[src/hdl/pfl_pkg.sv]
// constants for the pfd control and lock detect block
package pfl_pkg;
    // register indices; byte address is four times the index
    localparam logic [7:0] REG_CORE_CTRL_IDX = 8'h01;
    localparam logic [7:0] REG_PFD_CTRL_IDX = 8'h05;
    localparam logic [7:0] REG_LOCK_CFG_IDX = 8'h1a;
    localparam logic [7:0] REG_GPO_CFG_IDX = 8'h1b;
    localparam logic [7:0] REG_LOCK_STAT_IDX = 8'h1f;
    // core_ctrl fields
    localparam int LKD_EN_BIT = 11;
    // pfd_ctrl fields
    localparam int PHASE_INV_BIT = 0;
    localparam int UP_EN_BIT = 1;
    localparam int DN_EN_BIT = 2;
    localparam int PFD_CTRL_W = 3;
    // lock_cfg fields
    localparam int WINCNT_MAX_LSB = 0;
    localparam int WINCNT_W = 10;
    localparam int AUTO_SHARE_BIT = 12;
    localparam int PIN_ALWAYS_BIT = 13;
    localparam int WIN_DIGITAL_BIT = 14;
    localparam int RING_CFG_LSB = 15;
    localparam int RING_DUR_LSB = 17;
    localparam int RING_TEST_BIT = 19;
    localparam int LOCK_CFG_W = 20;
    // gpo_cfg fields
    localparam int GPO_SEL_W = 4;
    localparam logic [3:0] GPO_SEL_AUX_OSC = 4'h7;
    // lock_status fields
    localparam int LOCKED_BIT = 0;
    // reset values
    localparam logic CORE_LKD_EN_RST = 1'b0;
    localparam logic [2:0] PFD_CTRL_RST = 3'h0;
    localparam logic [19:0] LOCK_CFG_RST = 20'h00000;
    localparam logic [3:0] GPO_SEL_RST = 4'h0;
    // timing: analog window rounded up to whole cycles
    localparam int CLK_PERIOD_NS = 8;
    localparam int ANALOG_WIN_NS = 10;
    localparam int ANALOG_WIN_CYC = (ANALOG_WIN_NS + CLK_PERIOD_NS - 1) / CLK_PERIOD_NS;
    localparam int WIN_CNT_W = 6;
    // ahb-lite
    localparam logic [1:0] HTRANS_NONSEQ = 2'b10;
    localparam logic [1:0] HTRANS_SEQ = 2'b11;
    localparam logic HRESP_OKAY = 1'b0;
endpackage : pfl_pkg

[src/hdl/pfl_top.sv]
// pfd polarity/masking, lock detector and register slave
//
// Decided for this implementation: the address map and register access over AHB-Lite.
`timescale 1ns/1ns
// Function
// - A set polarity bit swaps the up and down pump commands.
// - A cleared up enable masks the up pump command.
// - A cleared down enable masks the down pump command.
// - Both enables cleared puts the pump in high impedance while all else runs.
// - Lock detection runs only while the lock detect enable is set.
// - Window source bit clear gives the fixed short window, set gives the digital window.
// - A two-bit field sets the ring oscillator that times the digital window.
// - A two-bit field sets how many ring periods the digital window lasts.
// - Ring test bit with output select code seven shows the ring on the second output.
// - Lock detection does not run while the ring test mode is on.
// - Consecutive in-window arrivals are counted and lock is declared at the programmed maximum.
// - On lock the flag at bit zero of the lock status register is set.
// - One arrival outside the window clears the flag and restarts the count.
// - The flag is read-only to software and writes leave it alone.
// - The always-show bit drives the flag onto the shared pin continuously.
// - With auto share set and always-show clear the pin shows the flag except during a serial read.
module pfl_top
    import pfl_pkg::*;
(
    // clock and reset
    input wire logic clk_sys_i,
    input wire logic reset_i,
    // ahb-lite slave
    input wire logic hsel_i,
    input wire logic [31:0] haddr_i,
    input wire logic [1:0] htrans_i,
    input wire logic hwrite_i,
    input wire logic [2:0] hsize_i,
    input wire logic [31:0] hwdata_i,
    input wire logic hready_i,
    output logic hreadyout_o,
    output logic hresp_o,
    output logic [31:0] hrdata_o,
    // detector edges, one-cycle pulses
    input wire logic ref_edge_i,
    input wire logic vco_edge_i,
    // charge pump control
    output logic pump_up_o,
    output logic pump_dn_o,
    output logic pump_hiz_o,
    // serial port readback sharing
    input wire logic serial_read_i,
    input wire logic serial_sdo_i,
    output logic shared_flag_readback_pin_o,
    // status
    output logic general_output_two_o,
    output logic locked_flag_o
);

    ////////////////////////////////////////////////////////////////////////
    // register slave

    function automatic logic [8:0] decode(input logic [31:0] addr);
        // bit 8 marks a mapped index
        logic [7:0] idx;
        idx = addr[9:2];
        if (addr[31:10] != 22'h0 || addr[1:0] != 2'b00) begin
            decode = 9'h000;
        end else if (idx == REG_CORE_CTRL_IDX || idx == REG_PFD_CTRL_IDX ||
                     idx == REG_LOCK_CFG_IDX || idx == REG_GPO_CFG_IDX ||
                     idx == REG_LOCK_STAT_IDX) begin
            decode = {1'b1, idx};
        end else begin
            decode = 9'h000;
        end
    endfunction : decode

    logic lkd_en, next_lkd_en;
    logic [PFD_CTRL_W-1:0] pfd_ctrl, next_pfd_ctrl;
    logic [LOCK_CFG_W-1:0] lock_cfg, next_lock_cfg;
    logic [GPO_SEL_W-1:0] gpo_sel, next_gpo_sel;
    logic wr_pend, next_wr_pend;
    logic [8:0] wr_idx, next_wr_idx;
    logic [31:0] next_hrdata;
    logic locked;
    logic addr_ok;
    logic [8:0] rd_idx;

    always_comb begin
        addr_ok = hsel_i && hready_i && (htrans_i == HTRANS_NONSEQ || htrans_i == HTRANS_SEQ);
        rd_idx = decode(haddr_i);
        next_wr_pend = addr_ok && hwrite_i;
        next_wr_idx = rd_idx;
        next_hrdata = hrdata_o;
        if (addr_ok && !hwrite_i) begin
            next_hrdata = 32'h00000000;
            if (rd_idx == {1'b1, REG_CORE_CTRL_IDX}) begin
                next_hrdata[LKD_EN_BIT] = lkd_en;
            end else if (rd_idx == {1'b1, REG_PFD_CTRL_IDX}) begin
                next_hrdata[PFD_CTRL_W-1:0] = pfd_ctrl;
            end else if (rd_idx == {1'b1, REG_LOCK_CFG_IDX}) begin
                next_hrdata[LOCK_CFG_W-1:0] = lock_cfg;
            end else if (rd_idx == {1'b1, REG_GPO_CFG_IDX}) begin
                next_hrdata[GPO_SEL_W-1:0] = gpo_sel;
            end else if (rd_idx == {1'b1, REG_LOCK_STAT_IDX}) begin
                next_hrdata[LOCKED_BIT] = locked;
            end
        end
        next_lkd_en = lkd_en;
        next_pfd_ctrl = pfd_ctrl;
        next_lock_cfg = lock_cfg;
        next_gpo_sel = gpo_sel;
        // lock status index has no write branch, so the flag is untouched
        if (wr_pend) begin
            if (wr_idx == {1'b1, REG_CORE_CTRL_IDX}) begin
                next_lkd_en = hwdata_i[LKD_EN_BIT];
            end else if (wr_idx == {1'b1, REG_PFD_CTRL_IDX}) begin
                next_pfd_ctrl = hwdata_i[PFD_CTRL_W-1:0];
            end else if (wr_idx == {1'b1, REG_LOCK_CFG_IDX}) begin
                next_lock_cfg = hwdata_i[LOCK_CFG_W-1:0];
            end else if (wr_idx == {1'b1, REG_GPO_CFG_IDX}) begin
                next_gpo_sel = hwdata_i[GPO_SEL_W-1:0];
            end
        end
    end

    // zero wait states: read data is prepared during the address phase
    always_ff @(posedge clk_sys_i) begin
        if (reset_i) begin
            lkd_en <= CORE_LKD_EN_RST;
            pfd_ctrl <= PFD_CTRL_RST;
            lock_cfg <= LOCK_CFG_RST;
            gpo_sel <= GPO_SEL_RST;
            wr_pend <= 1'b0;
            wr_idx <= 9'h000;
            hrdata_o <= 32'h00000000;
            hreadyout_o <= 1'b0;
            hresp_o <= HRESP_OKAY;
        end else begin
            lkd_en <= next_lkd_en;
            pfd_ctrl <= next_pfd_ctrl;
            lock_cfg <= next_lock_cfg;
            gpo_sel <= next_gpo_sel;
            wr_pend <= next_wr_pend;
            wr_idx <= next_wr_idx;
            hrdata_o <= next_hrdata;
            hreadyout_o <= 1'b1;
            hresp_o <= HRESP_OKAY;
        end
    end

    ////////////////////////////////////////////////////////////////////////
    // phase detector and pump masking

    logic pfd_up, pfd_dn, next_pfd_up, next_pfd_dn;
    logic next_pump_up, next_pump_dn, next_pump_hiz;
    logic cmd_up, cmd_dn;

    always_comb begin
        next_pfd_up = pfd_up | ref_edge_i;
        next_pfd_dn = pfd_dn | vco_edge_i;
        // both latched means both edges seen: detector resets
        if (next_pfd_up && next_pfd_dn) begin
            next_pfd_up = 1'b0;
            next_pfd_dn = 1'b0;
        end
        cmd_up = pfd_ctrl[PHASE_INV_BIT] ? pfd_dn : pfd_up;
        cmd_dn = pfd_ctrl[PHASE_INV_BIT] ? pfd_up : pfd_dn;
        next_pump_up = cmd_up & pfd_ctrl[UP_EN_BIT];
        next_pump_dn = cmd_dn & pfd_ctrl[DN_EN_BIT];
        next_pump_hiz = !pfd_ctrl[UP_EN_BIT] && !pfd_ctrl[DN_EN_BIT];
    end

    always_ff @(posedge clk_sys_i) begin
        if (reset_i) begin
            pfd_up <= 1'b0;
            pfd_dn <= 1'b0;
            pump_up_o <= 1'b0;
            pump_dn_o <= 1'b0;
            pump_hiz_o <= 1'b1;
        end else begin
            pfd_up <= next_pfd_up;
            pfd_dn <= next_pfd_dn;
            pump_up_o <= next_pump_up;
            pump_dn_o <= next_pump_dn;
            pump_hiz_o <= next_pump_hiz;
        end
    end

    ////////////////////////////////////////////////////////////////////////
    // ring oscillator and lock window

    logic [1:0] ring_half, next_ring_half;
    logic ring, next_ring;
    logic [WIN_CNT_W-1:0] win_left, next_win_left, win_len;
    logic in_window;
    logic [1:0] ring_cfg, ring_dur;

    always_comb begin
        ring_cfg = lock_cfg[RING_CFG_LSB +: 2];
        ring_dur = lock_cfg[RING_DUR_LSB +: 2];
        // ring half period is cfg+1 cycles; free running model of the oscillator
        next_ring_half = ring_half + 2'd1;
        next_ring = ring;
        if (ring_half >= ring_cfg) begin
            next_ring_half = 2'd0;
            next_ring = !ring;
        end
        // digital window spans dur+1 ring periods
        if (lock_cfg[WIN_DIGITAL_BIT]) begin
            win_len = WIN_CNT_W'((ring_dur + 3'd1) * (ring_cfg + 3'd1) * 2);
        end else begin
            win_len = WIN_CNT_W'(ANALOG_WIN_CYC);
        end
        in_window = ref_edge_i || (win_left != '0);
        if (ref_edge_i) begin
            next_win_left = win_len - WIN_CNT_W'(1);
        end else if (win_left != '0) begin
            next_win_left = win_left - WIN_CNT_W'(1);
        end else begin
            next_win_left = '0;
        end
    end

    always_ff @(posedge clk_sys_i) begin
        if (reset_i) begin
            ring_half <= 2'd0;
            ring <= 1'b0;
            win_left <= '0;
        end else begin
            ring_half <= next_ring_half;
            ring <= next_ring;
            win_left <= next_win_left;
        end
    end

    ////////////////////////////////////////////////////////////////////////
    // lock counter and flag

    logic [WINCNT_W-1:0] hit_cnt, next_hit_cnt, cnt_max;
    logic next_locked, det_on;

    always_comb begin
        cnt_max = lock_cfg[WINCNT_MAX_LSB +: WINCNT_W];
        det_on = lkd_en && !lock_cfg[RING_TEST_BIT];
        next_hit_cnt = hit_cnt;
        next_locked = locked;
        if (!det_on) begin
            next_hit_cnt = '0;
            next_locked = 1'b0;
        end else if (vco_edge_i && !in_window) begin
            next_hit_cnt = '0;
            next_locked = 1'b0;
        end else if (vco_edge_i) begin
            if (hit_cnt != '1) begin
                next_hit_cnt = hit_cnt + WINCNT_W'(1);
            end
            if (next_hit_cnt >= cnt_max) begin
                next_locked = 1'b1;
            end
        end
    end

    always_ff @(posedge clk_sys_i) begin
        if (reset_i) begin
            hit_cnt <= '0;
            locked <= 1'b0;
        end else begin
            hit_cnt <= next_hit_cnt;
            locked <= next_locked;
        end
    end

    ////////////////////////////////////////////////////////////////////////
    // shared pin and test output

    logic next_pin, next_general_output_two;

    always_comb begin
        if (lock_cfg[PIN_ALWAYS_BIT]) begin
            next_pin = locked;
        end else if (lock_cfg[AUTO_SHARE_BIT]) begin
            next_pin = serial_read_i ? serial_sdo_i : locked;
        end else begin
            next_pin = serial_sdo_i;
        end
        // other output selections are outside this block and read low
        next_general_output_two = lock_cfg[RING_TEST_BIT] && gpo_sel == GPO_SEL_AUX_OSC && ring;
    end

    always_ff @(posedge clk_sys_i) begin
        if (reset_i) begin
            shared_flag_readback_pin_o <= 1'b0;
            general_output_two_o <= 1'b0;
            locked_flag_o <= 1'b0;
        end else begin
            shared_flag_readback_pin_o <= next_pin;
            general_output_two_o <= next_general_output_two;
            locked_flag_o <= locked;
        end
    end
endmodule : pfl_top

[config.mk]
export PLATFORM = sky130hd
export DESIGN_NAME = pfl_top
export DESIGN_NICKNAME = d
export VERILOG_FILES = /design/src/hdl/pfl_pkg.sv /design/src/hdl/pfl_top.sv
export SDC_FILE = /design/constraint.sdc
export NUM_CORES = 1
export LEC_CHECK = 0
export ABC_AREA = 1
export BUFFER_PORTS_ARGS = -buffer_cell sky130_fd_sc_hd__buf_4
export CORE_MARGIN = 1
export CORE_UTILIZATION = 25
export CTS_CLUSTER_DIAMETER = 60
export DETAILED_ROUTE_END_ITERATION = 6
export GPL_ROUTABILITY_DRIVEN = 0
export PLACE_DENSITY = 0.54
export SLEW_MARGIN = 20
export SYNTH_ARGS = -nofsm -noshare
export SYNTH_HDL_FRONTEND = slang
export SYNTH_SLANG_ARGS = --single-unit
[constraint.sdc]
create_clock -name clk_sys_i -period 3.4 [get_ports clk_sys_i]
set_clock_uncertainty 0.2 [all_clocks]
set_input_delay 0 -clock clk_sys_i [delete_from_list [all_inputs] [get_ports clk_sys_i]]
set_output_delay 0 -clock clk_sys_i [all_outputs]
set_load 0.01 [all_outputs]
* Word-level counts from Yosys, hierarchy flattened *
Cells that the tools add are included.

word-level totals
  flip-flop bits (word level) = 87
  latch bits = 0
  bits in writable memories = 0
  ROM bits = 0
  input port bits = 78
  output and inout port bits = 40
  logic and storage cells = 115
  memories = 0

cells by class
  $add $sub $neg = 6
  multipliers = 1
  div/mod/pow operators = 0
  order comparisons = 2
  eq/ne operators = 18
  shift-type cells = 0
  multiplexer cells = 25
  bitwise gates (word level) = 8
  reduce and logical (&&, ||, !) cells = 34

operators by type and width
  kind                                                 count
  equality test 9 bit, second input constant           9
  2-to-1 mux 10 bit                                    4
  equality test 8 x 5 -> 1 bit, second input constant  3
  nonzero test 22 bit                                  1
  2-to-1 mux 6 bit                                     3
  2-to-1 mux 9 bit                                     2
  2-to-1 mux 17 bit                                    1
  2-to-1 mux 16 bit                                    1
  subtractor 6 x 1 -> 6 bit, second input constant     2
  2-to-1 mux 11 bit                                    1
  adder 10 x 1 -> 10 bit, second input constant        1
  greater-or-equal comparator 10 bit                   1
  logical AND 1 bit                                    10
  inequality test 10 bit, second input constant        1
  2-to-1 mux 1 bit                                     9
  equality test 8 x 1 -> 1 bit, second input constant  1
  equality test 8 x 3 -> 1 bit, second input constant  1
  2-to-1 mux 8 bit                                     1
  logical OR 1 bit                                     7
  adder 2 x 1 -> 3 bit, second input constant          2
  logical NOT 1 bit                                    6
  2-to-1 mux 3 bit                                     2
  nonzero test 6 bit                                   1
  multiplier 3 x 3 -> 5 bit                            1
  15 further kinds                                     23

* Logic depth before layout (Yosys ltp) *
  word-level depth = 13
  mapped depth = 18
  gate-level depth less buffers = 18

* Least setup slack after synthesis *
No wires, ideal clock.

  path kind = flip-flop to flip-flop
  from = register lock_cfg[15]
  to = register win_left[5]
  library setup time = 70 ps
  arrival = 2485 ps
  data required time = 3130 ps
  slack = 645 ps
  cell stages (with the launch flop) = 13
  path buffers = 0
  clock period less this slack = 2755 ps
  path through = dfxtp_1 -> ha_1 -> nand2_1 -> fa_1 -> inv_1 -> ha_1 -> fa_1 -> xnor2_1 -> xor2_1 -> nand2_1 -> a21oi_1 -> o21ai_0 -> a21oi_1

on the way
  word-level cells in the longest chain between the ends = 5

RTL lines
  element                    RTL line        source
  start, declared            pfl_top.sv:75   logic [LOCK_CFG_W-1:0] lock_cfg, next_lock_cfg;
  start signal, assigned     pfl_top.sv:137  lock_cfg <= next_lock_cfg;
  adder 2 x 1 -> 3 bit       pfl_top.sv:206  win_len = WIN_CNT_W'((ring_dur + 3'd1) * (ring_cfg + 3'd1) * 2);
  multiplier 3 x 3 -> 5 bit  pfl_top.sv:206
  2-to-1 mux 6 bit           pfl_top.sv:205  if (lock_cfg[WIN_DIGITAL_BIT]) begin
  subtractor 6 x 1 -> 6 bit  pfl_top.sv:212  next_win_left = win_len - WIN_CNT_W'(1);
  2-to-1 mux 6 bit           pfl_top.sv:211  if (ref_edge_i) begin
  end signal, assigned       pfl_top.sv:228  win_left <= next_win_left;
  end, declared              pfl_top.sv:190  logic [WIN_CNT_W-1:0] win_left, next_win_left, win_len;

Every way passes these cells.
A chain may end at the register's enable or synchronous reset.

* Worst setup path in the final report *
  from = register hit_cnt[0]
  to = register locked

on the way
  word-level cells in the longest chain between the ends = 7
  elaborated cells between the ends (all ways) = 8
  those cells by class = add/sub: 1; order compare: 1; eq/ne: 1; mux: 4; reduce/logical: 1

RTL lines
  element                                                                  RTL line                        source
  start, declared                                                          pfl_top.sv:235                  logic [WINCNT_W-1:0] hit_cnt, next_hit_cnt, cnt_max;
  start signal, assigned                                                   pfl_top.sv:264                  hit_cnt <= next_hit_cnt;
  adder 10 x 1 -> 10 bit / inequality test 10 bit (equally long branches)  pfl_top.sv:251, pfl_top.sv:250
  2-to-1 mux 10 bit *                                                      pfl_top.sv:250                  if (hit_cnt != '1) begin
  2-to-1 mux 10 bit *                                                      pfl_top.sv:249                  end else if (vco_edge_i) begin
  2-to-1 mux 10 bit *                                                      pfl_top.sv:246                  end else if (vco_edge_i && !in_window) begin
  2-to-1 mux 10 bit *                                                      pfl_top.sv:243                  if (!det_on) begin
  greater-or-equal comparator 10 bit *                                     pfl_top.sv:253                  if (next_hit_cnt >= cnt_max) begin
  AND reduction 2 bit (no line) *                                          --
  end signal, assigned                                                     pfl_top.sv:265                  locked <= next_locked;
  end, declared                                                            pfl_top.sv:80                   logic locked;

Every way passes the cells marked *; elsewhere a longest branch is shown, timed or not. The select of a mux whose other input is x is not followed.

==> impl_summary.log <==
INFO  metric post-route-period-util = 0.8645
INFO  metric min_delay_path_depth = 7
INFO  metric global_route_wire_length_before_repair = 19140 µm
INFO  metric antenna_found_initial = 0
INFO  metric setup_slack = 0.4606 ns
INFO  metric synth_flop_cell = dfxtp_1
INFO  metric nets = 818
INFO  metric hold_slack = 0.07049 ns
INFO  metric detailedRoute.firstPassIterationCount = 4
INFO  metric setup_violations = 0
INFO  metric post_cts.resized_instances = 0
INFO  metric clk_transition_reported_paths = 0.07 ns
INFO  metric finalHoldViolations = 0
INFO  metric post-cts-setup-buffer-count = 0
INFO  metric floorplan.die_area = 18400 µm²
INFO  metric vdd_drop_max = 192.9 µV
INFO  metric drt_first_iter_violations = 168
INFO  metric leakage = 2.500 nW
INFO  metric place.detailed.hpwl = 8577 µm
INFO  metric portBuffers = 88
INFO  metric netlist_top_cells_area = dfxtp_1 39%, nor2_1 7.7%, nand2_1 7.7%
INFO  metric synthDominantAreaCellType = dfxtp_1
INFO  metric layout.core_utilization = 0.3432
INFO  metric avgRoutedWirePerCell = 12.29 µm
INFO  metric gr-usage-all-layers = 0.1344
INFO  metric outcome = finished clean
INFO  metric placement_rows = 48
INFO  metric numClockSinks = 87
INFO  metric final_layout_size_suffix_gt1_frac = 0.1969
INFO  metric fraction_of_registers_with_async_set_or_reset_after_synthesis = 0
INFO  metric place_worst_setup_slack = 0.4663 ns
INFO  metric power.density = 387.5 nW/µm²
INFO  metric criticalPathCategory = reg2reg
INFO  metric place_inst = 896
INFO  metric synth.most_common_cell = nor2_1
INFO  metric finish.cell_count_without_fillers = 946
INFO  metric cts_htree_levels = 3
INFO  metric synth_commonest_cells = 92 x nor2_1, 91 x nand2_1, 87 x dfxtp_1, 81 x inv_1, 40 x a21oi_1
INFO  metric die_w = 135.6 µm
INFO  metric instance_area_at_placement = 5294 µm²
INFO  metric max_freq = 0.3402 GHz
INFO  metric clkLatencyLatePin = 0.34 ns
INFO  metric critical_path.startpoint_type = register
INFO  metric timing.critical_path.arrival = 2.95 ns
INFO  metric mappedNetlistArea = 4464 µm²
INFO  metric antenna_left = 0
INFO  metric remaining_drc_errors = 0
INFO  metric antenna_cell_count = 0
INFO  metric synth.distinct_cells = 36
INFO  metric core = 17360 µm²
INFO  metric clock_tree.buffer_depth = 2
INFO  metric synth_edf_count = 0
INFO  metric cap_violations = 0
INFO  metric syn_area_per_cell = 7.478 µm²
INFO  metric area_fraction_of_the_dominant_cell_type_after_synthesis = 0.3901
INFO  metric vias_in_the_first_global_route = 3988
INFO  metric vias = 4028
INFO  metric synth-seq-cells = 87
INFO  metric period_minus_slack = 2.939 ns
INFO  metric synth.yosys.seq_area_share = 0.3901
INFO  metric slew_violations = 0
INFO  metric report.power.total = 2.308 mW
INFO  metric vias_per_cell = 4.258
INFO  metric netlist_instances = 597
INFO  metric largest_net_degree_at_the_start_of_global_routing = 55
INFO  metric relSlewSlack = 0.5058
INFO  metric post_route_setup_tns = 0 ns
INFO  metric critical_path.endpoint_type = register
INFO  metric initial_utilization = 0.2572
INFO  metric grt_setup_unrepaired = no
INFO  metric worst-path-max-fanout = 6
INFO  metric fp.dieH = 135.6 µm
INFO  metric clock-root-buffer = clkbuf_16
INFO  metric tritoncts_clock_tree = done
INFO  metric numCtsBuffers = 9
INFO  metric grt_overflow_total = 0
INFO  metric hold_path.class = in2reg
INFO  metric syn2layout_area_growth = 33.44%
INFO  metric design.portCount = 118
INFO  metric reg2reg_depth = 18
INFO  metric number_of_warnings_issued_by_yosys = 0
INFO  metric fin_area = 5957 µm²
INFO  metric wl = 11620 µm
INFO  metric cp.required = 3.42 ns
INFO  metric worstMarginPinSlew = 0.7405 ns
-- layout make-up --
cell class                 instances  area [µm²]
sequential                        87        1742
tap                              225       281.5
clock inverter                     4       70.07
multi-input combinational        409        2271
clock buffer                      11       242.7
timing repair buffer             125        1026
inverter                          85       324.1
fill                            1866       11400
-- flip-flops by register name (all words and copies together), names as in the netlist, 2 cells and up --
| name | flops |
|---|---|
| hrdata_o | 20 |
| lock_cfg | 20 |
| hit_cnt | 10 |
| wr_idx | 9 |
| win_left | 6 |
| gpo_sel | 4 |
| pfd_ctrl | 3 |
| ring_half | 2 |
-- worst max-delay path, cell delays in order (launching register included) --
cell and delay, ns:
dfxtp_1 0.34, ha_1 0.22, nand2_1 0.09, nor2_1 0.05, nand2_1 0.11, nor2_1 0.07, nand2_1 0.17, nand2_1 0.07
nor2_1 0.13, nand2_1 0.10, nor2_1 0.12, xor2_1 0.20, ha_1 0.27, a21oi_1 0.16, nor2_1 0.05, a211oi_1 0.20
nand4_1 0.12, nand2_1 0.07, a21oi_1 0.06
-- final timing paths --
kind	startpoint	to	slack (ns)
min reg2reg	ring_half[0]	ring_half[0]	0.25
max	hit_cnt[0]	locked	0.46
min	haddr_i[8]	hrdata_o[11]	0.07
max reg2reg	hit_cnt[0]	locked	0.46
-- cells by family (layout without fill, tap and decap cells) --
kind of cell / after synthesis / after routing / share of synthesized area
XOR/XNOR: 12 / 12 / 0.02354
buffers and inverters: 116 / 225 / 0.1143
other: 1 / 16 / 0.0008400
adder cells (fa/ha/maj): 23 / 23 / 0.06783
flip-flops: 87 / 87 / 0.3901
AND/OR/NAND/NOR: 250 / 250 / 0.2542
AO/OA/AOI/OAI: 108 / 108 / 0.1491
-- power breakdown --
group / switching, mW / internal (mW)
Clock: 0.405 / 0.658
Sequential: 0.00698 / 1.03
Combinational: 0.102 / 0.104
-- placed cells by master, fill, tap and decap left out, types with 3 or more instances in the layout --
| cell | count |
|---|---|
| nor2_1 | 91 |
| ha_1 | 21 |
| o211ai_1 | 3 |
| nor3_1 | 6 |
| a21oi_2 | 10 |
| nand2_1 | 91 |
| nand3_2 | 11 |
| o21ai_1 | 3 |
| buf_4 | 90 |
| nand4_1 | 13 |
| a21oi_1 | 40 |
| inv_1 | 81 |
| xor2_1 | 8 |
| a211oi_1 | 27 |
| clkbuf_16 | 9 |
| nand3b_1 | 3 |
| or2_2 | 3 |
| inv_2 | 3 |
| xnor2_1 | 4 |
| dfxtp_1 | 87 |
| conb_1 | 16 |
| nand3_1 | 21 |
| dlygate4sd3_1 | 35 |
| o21ai_0 | 21 |
| nor2_2 | 4 |
-- metal layers --
layer,GRT usage,vias up,part of all wire
met5,0,-,0
met4,0.04994,0,0.012
met3,0.02245,10,0.033
met2,0.2234,61,0.47
met1,0.1731,1805,0.49
li1,-,2152,-
-- timing repair --
action | 4_1_cts | 5_1_grt
endpoints found under the hold margin | 57 | 0
hold buffers | 35 | 0
endpoints found under the setup margin | 0 | 0
No activity file was read; power rests on OpenSTA's default activity.
